<file path="src/addr_flag_pkg.sv">
// Constants, offsets and types for the data address and flag unit
package addr_flag_pkg;

  // Bus register byte offsets
  localparam logic [7:0] FLAG_OFS   = 8'h00;  // ALU flag register
  localparam logic [7:0] BANK_OFS   = 8'h04;  // Bank select register
  localparam logic [7:0] PTR0_OFS   = 8'h08;  // Pointer pair zero
  localparam logic [7:0] PTR1_OFS   = 8'h0C;  // Pointer pair one
  localparam logic [7:0] PTR2_OFS   = 8'h10;  // Pointer pair two
  localparam logic [7:0] CFG_OFS    = 8'h14;  // Configuration (extended enable)

  // Flag register field positions
  localparam int FLAG_C   = 0;  // Carry / inverted borrow
  localparam int FLAG_NIB = 1;  // Nibble carry
  localparam int FLAG_Z   = 2;  // Zero
  localparam int FLAG_OVF = 3;  // Signed overflow
  localparam int FLAG_N   = 4;  // Negative
  localparam int FLAG_W   = 5;  // Implemented flag width

  // Reset values
  localparam logic [4:0]  FLAG_RST = 5'h00;
  localparam logic [3:0]  BANK_RST = 4'h0;
  localparam logic [11:0] PTR_RST  = 12'h000;

  // Data space map
  localparam logic [11:0] FLAG_SFR_ADDR = 12'hFD8;  // Flag register in data space
  localparam logic [7:0]  ACC_SPLIT     = 8'h60;    // First access location above low part
  localparam logic [7:0]  ACC_HIGH      = 8'h80;    // First access location in top bank
  localparam logic [7:0]  LIT_OFS_MAX   = 8'h5F;    // Largest literal offset
  localparam logic [3:0]  BANK_LOW      = 4'h0;
  localparam logic [3:0]  BANK_TOP      = 4'hF;

  // Virtual operand block of each pair: base is the plain operand, then downward
  localparam logic [11:0] VIRT_BASE0 = 12'hFEF;
  localparam logic [11:0] VIRT_BASE1 = 12'hFE7;
  localparam logic [11:0] VIRT_BASE2 = 12'hFDF;
  localparam logic [11:0] VK_PLAIN   = 12'h000;  // Plain indirect operand
  localparam logic [11:0] VK_POST_INC = 12'h001;  // Post-increment operand
  localparam logic [11:0] VK_POST_DEC = 12'h002;  // Post-decrement operand
  localparam logic [11:0] VK_PRE_INC  = 12'h003;  // Pre-increment operand
  localparam logic [11:0] VK_ACC_OFS  = 12'h004;  // Accumulator-offset operand
  localparam logic [11:0] VK_HIGH    = 12'h005;  // Pointer high byte register
  localparam logic [11:0] VK_LOW     = 12'h006;  // Pointer low byte register

  // ALU operations issued by the decoder
  typedef enum logic [3:0] {
    OP_NONE, OP_ADD, OP_SUB, OP_AND, OP_OR, OP_XOR,
    OP_ROL, OP_ROR, OP_CLR, OP_MOVE, OP_BRANCH
  } alu_op_t;

endpackage

</file>
<file path="src/data_address_and_flag_unit.sv">
// Operand address generation, pointer pairs and ALU flags with an AHB-Lite register port
//
// Summary of operation
// - Flag destination: flag-affecting ops drop result, update flags
// - Flag bits 7..5 read as zero
// - Negative flag copies result bit 7
// - Overflow flag on signed sign change
// - Zero flag set on zero result
// - Nibble carry from low nibble add
// - Carry from most significant bit
// - Subtract adds two's complement; borrow inverted
// - Rotates load nibble carry, carry from source
// - Access bit picks bank or access location
// - Access 60h+ maps to 060h/F80h regions
// - Move-between-files uses full address, ignores bank
// - Destination bit picks file or accumulator
// - Literal offset only when extended enabled
// - Branch carries 20-bit program address
// - Three 12-bit pointer pairs
// - Plain indirect: pointer address, pointer unchanged
// - Post change after use; pre increment before
// - Accumulator offset adds signed accumulator
// - Pointer steps carry across whole pair
// - Pointer steps leave flags untouched
// - Indirect to virtual operand: read 00h
// - Virtual write to own pair: no step (the step lands at resolve; a high-byte write keeps the stepped low byte)
//
// Added by the designer: the AHB-Lite interface to the registers and the address map.
module data_address_and_flag_unit
  import addr_flag_pkg::*;
#(
  parameter int PTR_W = 12  // Linear pointer width
) (
  // Clock and reset
  input  wire logic                     hclk,
  input  wire logic                     hresetn,
  // AHB-Lite slave
  input  wire logic                     hsel,
  input  wire logic [31:0]              haddr,
  input  wire logic [1:0]               htrans,
  input  wire logic                     hwrite,
  input  wire logic [2:0]               hsize,
  input  wire logic [31:0]              hwdata,
  input  wire logic                     hready,
  output logic      [31:0]              hrdata,
  output logic                          hreadyout,
  output logic                          hresp,
  // Decoder: address resolve request
  input  wire logic                     res_valid,
  input  wire logic [7:0]               res_field,
  input  wire logic                     res_access_sel,
  input  wire logic                     res_long,
  input  wire logic [11:0]              res_long_addr,
  input  wire logic [7:0]               acc_value,
  // Decoder: execute request
  input  wire logic                     exe_valid,
  input  wire addr_flag_pkg::alu_op_t   exe_op,
  input  wire logic [7:0]               exe_acc,
  input  wire logic [7:0]               exe_file,
  input  wire logic                     exe_dest_sel,
  input  wire logic [19:0]              exe_prog_field,
  // Data RAM and results
  output logic [11:0]                   ram_addr,
  output logic                          ram_addr_valid,
  output logic                          ram_read_zero,
  output logic                          ram_we,
  output logic [7:0]                    ram_wdata,
  output logic                          acc_we,
  output logic [7:0]                    acc_wdata,
  output logic                          prog_load,
  output logic [19:0]                   prog_target
);
  import addr_flag_pkg::*;

  localparam logic [11:0] VBASE [3] = '{VIRT_BASE0, VIRT_BASE1, VIRT_BASE2};

  // Architectural state
  logic [4:0]       flag_q;          // Implemented flags, negative down to carry
  logic [3:0]       bank_q;          // Bank select register
  logic [PTR_W-1:0] ptr_q [3];       // Pointer pairs
  logic             ext_en_q;        // Extended instruction enable
  // Bus state
  logic             bus_wr_q;        // Pending write data phase
  logic [7:0]       bus_ofs_q;       // Latched write offset
  logic [31:0]      hrdata_q;
  logic             hreadyout_q;
  logic             hresp_q;
  // Resolve and execute outputs
  logic [11:0]      ram_addr_q;
  logic             ram_addr_valid_q;
  logic             ram_read_zero_q;
  logic             ram_we_q;
  logic [7:0]       ram_wdata_q;
  logic             acc_we_q;
  logic [7:0]       acc_wdata_q;
  logic             prog_load_q;
  logic [19:0]      prog_target_q;

  // Bus decode
  logic bus_addr_ph;
  assign bus_addr_ph = hsel & hready & htrans[1];

  // Address phase: register read data and capture writes; zero wait, always OKAY
  always_ff @(posedge hclk or negedge hresetn) begin
    if (!hresetn) begin
      bus_wr_q    <= 1'b0;
      bus_ofs_q   <= 8'h00;
      hrdata_q    <= 32'h0000_0000;
      hreadyout_q <= 1'b1;
      hresp_q     <= 1'b0;
    end else begin
      bus_wr_q    <= bus_addr_ph & hwrite;
      bus_ofs_q   <= haddr[7:0];
      hreadyout_q <= 1'b1;
      hresp_q     <= 1'b0;
      if (bus_addr_ph && !hwrite) begin
        case (haddr[7:0])
          FLAG_OFS: hrdata_q <= {27'h0, flag_q};
          BANK_OFS: hrdata_q <= {28'h0, bank_q};
          PTR0_OFS: hrdata_q <= {20'h0, 12'(ptr_q[0])};
          PTR1_OFS: hrdata_q <= {20'h0, 12'(ptr_q[1])};
          PTR2_OFS: hrdata_q <= {20'h0, 12'(ptr_q[2])};
          CFG_OFS:  hrdata_q <= {31'h0, ext_en_q};
          default:  hrdata_q <= 32'h0000_0000;               // Unmapped reads zero
        endcase
      end
    end
  end

  // Direct address formation
  logic [11:0] dir_addr;
  always_comb begin
    if (res_long) begin
      dir_addr = res_long_addr;
    end else if (res_access_sel) begin
      dir_addr = {bank_q, res_field};
    end else if (ext_en_q && res_field <= LIT_OFS_MAX) begin
      dir_addr = 12'(ptr_q[2]) + {4'h0, res_field};
    end else if (res_field >= ACC_HIGH) begin
      dir_addr = {BANK_TOP, res_field};
    end else begin
      dir_addr = {BANK_LOW, res_field};
    end
  end

  // Virtual operand decode: which pair and which kind
  logic        v_hit;
  logic [1:0]  v_pair;
  logic [11:0] v_kind;
  always_comb begin
    v_hit  = 1'b0;
    v_pair = 2'd0;
    v_kind = VK_PLAIN;
    for (int n = 0; n < 3; n++) begin
      if (dir_addr <= VBASE[n] && (VBASE[n] - dir_addr) <= VK_ACC_OFS) begin
        v_hit  = 1'b1;
        v_pair = 2'(n);
        v_kind = VBASE[n] - dir_addr;
      end
    end
  end

  // Indirect target and pointer step
  logic [11:0] ind_addr;
  logic [11:0] ptr_sel;
  logic [11:0] ptr_step;
  logic        ptr_change;
  logic        tgt_virtual;
  always_comb begin
    ptr_sel    = 12'(ptr_q[v_pair]);
    ptr_step   = ptr_sel;
    ptr_change = 1'b0;
    case (v_kind)
      VK_POST_INC: begin
        ind_addr   = ptr_sel;
        ptr_step   = ptr_sel + 12'h001;
        ptr_change = 1'b1;
      end
      VK_POST_DEC: begin
        ind_addr   = ptr_sel;
        ptr_step   = ptr_sel - 12'h001;
        ptr_change = 1'b1;
      end
      VK_PRE_INC: begin
        ind_addr   = ptr_sel + 12'h001;
        ptr_step   = ptr_sel + 12'h001;
        ptr_change = 1'b1;
      end
      VK_ACC_OFS: begin
        ind_addr = ptr_sel + {{4{acc_value[7]}}, acc_value};
      end
      default: begin
        ind_addr = ptr_sel;
      end
    endcase
    tgt_virtual = 1'b0;
    for (int n = 0; n < 3; n++) begin
      if (ind_addr <= VBASE[n] && (VBASE[n] - ind_addr) <= VK_ACC_OFS) begin
        tgt_virtual = 1'b1;
      end
    end
  end

  // Resolve stage: publish RAM address and whether a read must yield 00h
  always_ff @(posedge hclk or negedge hresetn) begin
    if (!hresetn) begin
      ram_addr_q       <= 12'h000;
      ram_addr_valid_q <= 1'b0;
      ram_read_zero_q  <= 1'b0;
    end else begin
      ram_addr_valid_q <= res_valid;
      if (res_valid) begin
        ram_addr_q      <= v_hit ? ind_addr : dir_addr;
        ram_read_zero_q <= v_hit & tgt_virtual;
      end
    end
  end

  // ALU with flag generation
  logic [7:0] alu_res;
  logic [4:0] alu_flags;
  logic [4:0] alu_mask;     // Flags the operation affects
  logic [8:0] sum9;
  logic [4:0] sum5;
  always_comb begin
    sum9      = 9'h000;
    sum5      = 5'h00;
    alu_res   = 8'h00;
    alu_flags = flag_q;
    alu_mask  = 5'h00;
    case (exe_op)
      OP_ADD: begin
        sum9 = {1'b0, exe_file} + {1'b0, exe_acc};
        sum5 = {1'b0, exe_file[3:0]} + {1'b0, exe_acc[3:0]};
        alu_res = sum9[7:0];
        alu_flags[FLAG_C]   = sum9[8];
        alu_flags[FLAG_NIB] = sum5[4];
        alu_flags[FLAG_OVF] = (exe_file[7] == exe_acc[7]) &&
                              (sum9[7] != exe_file[7]);
        alu_mask = 5'h1F;
      end
      OP_SUB: begin
        // File minus accumulator by adding the two's complement
        sum9 = {1'b0, exe_file} + {1'b0, ~exe_acc} + 9'h001;
        sum5 = {1'b0, exe_file[3:0]} + {1'b0, ~exe_acc[3:0]} + 5'h01;
        alu_res = sum9[7:0];
        alu_flags[FLAG_C]   = sum9[8];
        alu_flags[FLAG_NIB] = sum5[4];
        alu_flags[FLAG_OVF] = (exe_file[7] != exe_acc[7]) &&
                              (sum9[7] != exe_file[7]);
        alu_mask = 5'h1F;
      end
      OP_AND: begin
        alu_res  = exe_file & exe_acc;
        alu_mask = 5'h14;
      end
      OP_OR: begin
        alu_res  = exe_file | exe_acc;
        alu_mask = 5'h14;
      end
      OP_XOR: begin
        alu_res  = exe_file ^ exe_acc;
        alu_mask = 5'h14;
      end
      OP_ROL: begin
        alu_res = {exe_file[6:0], flag_q[FLAG_C]};
        alu_flags[FLAG_C]   = exe_file[7];
        alu_flags[FLAG_NIB] = exe_file[3];
        alu_mask = 5'h17;
      end
      OP_ROR: begin
        alu_res = {flag_q[FLAG_C], exe_file[7:1]};
        alu_flags[FLAG_C]   = exe_file[0];
        alu_flags[FLAG_NIB] = exe_file[4];
        alu_mask = 5'h17;
      end
      OP_CLR: begin
        alu_res  = 8'h00;
        alu_mask = 5'h04;
      end
      OP_MOVE: begin
        alu_res = exe_file;
      end
      default: begin
        alu_res = 8'h00;
      end
    endcase
    alu_flags[FLAG_N] = alu_res[7];
    alu_flags[FLAG_Z] = (alu_res == 8'h00);
  end

  // Execute-stage destination decode
  logic file_dst;      // Result goes back to the file location
  logic to_flag_reg;   // File destination is the flag register
  logic wr_blocked;    // Target was a virtual operand
  logic is_alu;
  assign is_alu      = (exe_op != OP_NONE) && (exe_op != OP_BRANCH);
  assign file_dst    = exe_valid && is_alu && exe_dest_sel;
  assign to_flag_reg = file_dst && (ram_addr_q == FLAG_SFR_ADDR);
  assign wr_blocked  = ram_read_zero_q;

  // Pointer byte hit by a file write: returns pair and which byte
  logic       ptr_wr_hit;
  logic [1:0] ptr_wr_pair;
  logic       ptr_wr_high;
  always_comb begin
    ptr_wr_hit  = 1'b0;
    ptr_wr_pair = 2'd0;
    ptr_wr_high = 1'b0;
    for (int n = 0; n < 3; n++) begin
      if (ram_addr_q == VBASE[n] - VK_HIGH || ram_addr_q == VBASE[n] - VK_LOW) begin
        ptr_wr_hit  = file_dst && !wr_blocked;
        ptr_wr_pair = 2'(n);
        ptr_wr_high = (ram_addr_q == VBASE[n] - VK_HIGH);
      end
    end
  end

  // Execute stage: RAM write, accumulator write and branch target
  always_ff @(posedge hclk or negedge hresetn) begin
    if (!hresetn) begin
      ram_we_q      <= 1'b0;
      ram_wdata_q   <= 8'h00;
      acc_we_q      <= 1'b0;
      acc_wdata_q   <= 8'h00;
      prog_load_q   <= 1'b0;
      prog_target_q <= 20'h00000;
    end else begin
      // Flag-affecting result aimed at the flag register is discarded
      ram_we_q    <= file_dst && !wr_blocked && !ptr_wr_hit &&
                     !(to_flag_reg && alu_mask != 5'h00);
      ram_wdata_q <= alu_res;
      acc_we_q    <= exe_valid && is_alu && !exe_dest_sel;
      acc_wdata_q <= alu_res;
      prog_load_q <= exe_valid && (exe_op == OP_BRANCH);
      if (exe_valid && exe_op == OP_BRANCH) begin
        prog_target_q <= exe_prog_field;
      end
    end
  end

  // Flag register: core update wins over a bus write in the same cycle
  always_ff @(posedge hclk or negedge hresetn) begin
    if (!hresetn) begin
      flag_q <= FLAG_RST;
    end else if (exe_valid && is_alu && alu_mask != 5'h00) begin
      flag_q <= (alu_flags & alu_mask) | (flag_q & ~alu_mask);
    end else if (to_flag_reg && !wr_blocked) begin
      flag_q <= alu_res[FLAG_W-1:0];
    end else if (bus_wr_q && bus_ofs_q == FLAG_OFS) begin
      flag_q <= hwdata[FLAG_W-1:0];
    end
  end

  // Bank select and configuration
  always_ff @(posedge hclk or negedge hresetn) begin
    if (!hresetn) begin
      bank_q   <= BANK_RST;
      ext_en_q <= 1'b0;
    end else if (bus_wr_q) begin
      if (bus_ofs_q == BANK_OFS) begin
        bank_q <= hwdata[3:0];
      end
      if (bus_ofs_q == CFG_OFS) begin
        ext_en_q <= hwdata[0];
      end
    end
  end

  // Pointer pairs: file write beats bus write beats automatic step
  for (genvar g = 0; g < 3; g++) begin : g_ptr
    logic bus_hit;
    assign bus_hit = bus_wr_q && (bus_ofs_q == PTR0_OFS + 8'(4 * g));
    always_ff @(posedge hclk or negedge hresetn) begin
      if (!hresetn) begin
        ptr_q[g] <= PTR_RST;
      end else if (ptr_wr_hit && ptr_wr_pair == 2'(g)) begin
        // Written value stands with no step applied
        if (ptr_wr_high) begin
          ptr_q[g] <= {alu_res[3:0], ptr_q[g][7:0]};
        end else begin
          ptr_q[g] <= {ptr_q[g][11:8], alu_res};
        end
      end else if (bus_hit) begin
        ptr_q[g] <= hwdata[PTR_W-1:0];
      end else if (res_valid && v_hit && ptr_change && v_pair == 2'(g)) begin
        ptr_q[g] <= ptr_step;
      end
    end
  end

  // Outputs straight from flops
  assign hrdata         = hrdata_q;
  assign hreadyout      = hreadyout_q;
  assign hresp          = hresp_q;
  assign ram_addr       = ram_addr_q;
  assign ram_addr_valid = ram_addr_valid_q;
  assign ram_read_zero  = ram_read_zero_q;
  assign ram_we         = ram_we_q;
  assign ram_wdata      = ram_wdata_q;
  assign acc_we         = acc_we_q;
  assign acc_wdata      = acc_wdata_q;
  assign prog_load      = prog_load_q;
  assign prog_target    = prog_target_q;
endmodule

</file>
<file path="config.mk">
export PLATFORM = sky130hd
export DESIGN_NAME = data_address_and_flag_unit
export DESIGN_NICKNAME = d
export VERILOG_FILES = /design/src/addr_flag_pkg.sv /design/src/data_address_and_flag_unit.sv
export SDC_FILE = /design/constraint.sdc
export NUM_CORES = 1
export LEC_CHECK = 0
export ABC_CLOCK_PERIOD_IN_PS = 7400
export BUFFER_PORTS_ARGS = -buffer_cell sky130_fd_sc_hd__buf_2
export CORE_UTILIZATION = 30
export DETAILED_ROUTE_END_ITERATION = 10
export GPL_TIMING_DRIVEN = 1
export PLACE_DENSITY = 0.48
export SLEW_MARGIN = 30
export SYNTH_ARGS = -nofsm -noshare
export SYNTH_HDL_FRONTEND = slang
export SYNTH_SLANG_ARGS = --single-unit
</file>
<file path="constraint.sdc">
create_clock -name hclk -period 7.4 [get_ports hclk]
set_input_delay 0.74 -clock hclk [delete_from_list [all_inputs] [get_ports hclk]]
set_output_delay 0.74 -clock hclk [all_outputs]
set_load 0.1 [all_outputs]
</file>
==> flow_summary_export.csv <==
group,metric,value,unit
outcome,outcome,"complete, no violations",
route,routedWlPerCell,19.5,um
synthesis,synth_edf_count,0,
clock_network,holdBufCountCts,0,
clock_network,post_cts_resized,0,
sta,fin_setup_tns,0,ps
synthesis,async_flop_share,1.00,
route,dr_total_vias,10200,
setup_path,worstPathArrival,7290,ps
synthesis,synth-seq-cells,112,
grt,grt.total_usage,0.207,
setup_path,cp.required,7700,ps
synthesis,synth_area_leaders,"dfrtp_1 27%, ha_1 6.6%, mux2_2 4.5%",
synthesis,ys.flop_type,"dfrtp_1",
clock_network,cts_setup_buffers,0,
route,routed_wl,36.5,mm
grt,antenna_found_initial,1,
route,post-route-drc-count,0,
place,place_ws,33.7,ps
die,die-area,35300,um^2
setup_path,cp_max_fo,5,
grt,grt_pass1_vias,9733,
clock_network,clock-sinks,112,
pwr,power.density,175,nW/um^2
pwr,leakagePower,5.49,nW
sta,hold_violations,0,
clock_network,clk_pin_slew,70,ps
setup_path,endpoint_kind,"flop",
sta,setup_viol,0,
setup_path,crit_slowest_cell,"or4_1",
place,hpwl,29.3,mm
clock_network,worstSkewPairLatency,370,ps
cells_and_area,syn_to_final_growth,19.0,%
min_path,min_path_type,"in2async",
sta,drv_slew,0,
sta,period_needed,6990,ps
die,initial_utilization,0.307,
route,drt-initial-drc-count,800,
synthesis,synth_top_area_frac,0.270,
setup_path,path_class,"in2reg",
clock_network,htree_levels,3,
sta,whs,338,ps
synthesis,syn_area_per_cell,8.40,um^2
sta,fmax,143,MHz
synthesis,synth_area,10400,um^2
cells_and_area,ff_latch_area,2800,um^2
cells_and_area,fill_cells,3540,
grt,grt.overflow.total,0,
clock_network,tritoncts,"done",
pwr,ir_drop,0.113,mV
setup_path,startpoint_type,"input port",
place,gp_congestion,0.891,
run,drv_cap,0,
synthesis,yosys.area.top_type,"dfrtp_1",
place,portBuffers,163,
route,viasPerCell,5.43,
cells_and_area,drive_above_1_share,0.245,
sta,setup_slack,409,ps
synthesis,yosys_warnings,0,
die,core_area,33800,um^2
die,die_y,188,um
die,io_pins,234,
synthesis,syn_inst,1234,
route,first_pass_iters,5,
clock_network,clockBufferDepth,2,
synthesis,ys_seq_area_frac,0.270,
synthesis,synth_cell_types,96,
grt,grt_max_degree,78,
setup_path,crit_path_max_incr_delay,480,ps
route,ant_nets,0,
clock_network,cts_made_buffers,9,
sta,clock_skew,17.3,ps
sta,max_slew_margin,0.340,
grt,grt_pass1_wl,56.9,mm
die,row_count,67,
cells_and_area,nNetsFinal,1626,
clock_network,clockRootBuffer,"clkbuf_16",
cells_and_area,multiInputGateArea,6990,um^2
die,die_width,188,um
sta,tightest_slew,988,ps
sta,fin_crit_sh,0.945,
cells in the final DEF, fill, tap and decap left out, drive strengths merged, types with 10 or more instances in the layout:
| cell type | Yosys | layout |
|---|---|---|
| a211oi | 25 | 25 |
| a21o | 18 | 18 |
| a21oi | 70 | 70 |
| a22oi | 13 | 13 |
| a31oi | 31 | 31 |
| buf | 51 | 246 |
| clkbuf | 40 | 10 |
| conb | 2 | 22 |
| dfrtp | 112 | 112 |
| ha | 55 | 55 |
| inv | 52 | 54 |
| mux2 | 42 | 42 |
| mux2i | 46 | 46 |
| nand2 | 104 | 104 |
| nand2b | 26 | 26 |
| nand3 | 41 | 41 |
| nand4 | 10 | 10 |
| nor2 | 90 | 90 |
| nor2b | 19 | 19 |
| nor3 | 25 | 25 |
| o211ai | 28 | 28 |
| o21ai | 93 | 93 |
| o22ai | 10 | 10 |
| or3 | 12 | 12 |
| xnor2 | 23 | 23 |
| xor2 | 14 | 14 |
final cells by class:
type	instances	area share
Clock buffer	10	0.0186
Sequential cell	112	0.227
Clock inverter	6	0.00710
Tap cell	448	0.0455
Inverter	55	0.0169
Antenna cell	1	0.000203
Multi-Input combinational cell	996	0.567
Timing Repair Buffer	246	0.117
flip-flops by register name, indices dropped and copies added, names as in the netlist, named ones only:
| signal | cells |
|---|---|
| acc_wdata | 8 |
| acc_we | 1 |
| bank_q | 4 |
| bus_ofs_q | 8 |
| bus_wr_q | 1 |
| ext_en_q | 1 |
| hrdata | 12 |
| prog_load | 1 |
| prog_target | 20 |
| ptr_q | 36 |
| ram_addr | 12 |
| ram_addr_valid | 1 |
| ram_read_zero | 1 |
| ram_we | 1 |
Yosys cell counts, drive strengths merged (9+ instances only):
library cell / n
nand2b: 26
nand4: 10
nor3: 25
a21boi: 9
buf: 51
a211oi: 25
nand3: 41
clkbuf: 40
xor2: 14
o211ai: 28
o22ai: 10
mux2i: 46
dfrtp: 112
a31oi: 31
nor2b: 19
inv: 52
nor4: 9
a21o: 18
ha: 55
or3: 12
a21oi: 70
a221oi: 9
o21ai: 93
nor2: 90
nand3b: 9
mux2: 42
a22oi: 13
nand2: 104
xnor2: 23
cells by family (layout without fill, tap and decap cells):
| logic type | after synthesis | count (layout) | share of synthesized area |
|---|---|---|---|
| flip-flops | 112 | 112 | 0.270 |
| XOR/XNOR | 37 | 37 | 0.0313 |
| AO/OA/AOI/OAI | 388 | 388 | 0.258 |
| buffers and inverters | 146 | 317 | 0.0687 |
| other | 2 | 23 | 0.000724 |
| multiplexers | 92 | 92 | 0.0987 |
| AND/OR/NAND/NOR | 397 | 397 | 0.197 |
| adder cells (fa/ha/maj) | 60 | 60 | 0.0751 |
critical path: cells and delay by family:
kind / cells / cell delay (ps)
compound gates: 12 / 2560
simple gates: 8 / 1770
fa+ha+maj: 4 / 1100
buf+inv: 4 / 420
mux: 1 / 350
xor+xnor: 2 / 320
worst paths after layout:
| path | start | slack (ps) | end | cells past startpoint |
|---|---|---|---|---|
| setup / recovery | res_field[0] | 410 | ram_read_zero | 31 |
| hold / removal | hresetn | 340 | acc_we | 1 |
| setup reg to reg | ptr_q[0] | 440 | ram_read_zero | 30 |
| hold reg to reg | hrdata[10] | 480 | hrdata[10] | 2 |
| max in group asynchronous | hresetn | 5980 | prog_target[7] | 2 |
| min in group hclk | hrdata[10] | 480 | hrdata[10] | 2 |
routing by layer:
metal  GRT usage  share of wire  wire length (um)  up-vias
met5           0              0                 0        -
met4      0.0663          0.025               927        0
met3      0.0270          0.049              1780       42
met2       0.323           0.45             16400      307
met1       0.293           0.48             17400     4918
li1            -              -                 -     4913
report_power, final:
| part | switching [mW] | leakage, nW | total, mW | internal (mW) |
|---|---|---|---|---|
| clock network | 0.250 | 0.149 | 0.522 | 0.271 |
| logic | 0.692 | 3.93 | 0.921 | 0.229 |
| registers | 0.0501 | 1.41 | 0.720 | 0.670 |
| total | 0.992 | 5.49 | 2.16 | 1.17 |
per-stage QoR:
step | util | total power [mW] | area [um^2] | instances
floorplan | - | 1.43 | 10400 | 1254
global placement | 0.353 | 1.64 | 11900 | 1856
detailed placement | 0.354 | 1.65 | 12000 | 1857
CTS | 0.364 | 2.18 | 12300 | 1873
global route | 0.365 | 2.27 | 12300 | 1874
finish | 0.365 | 2.16 | 12300 | 1874
No activity file was read; power rests on OpenSTA's default activity.
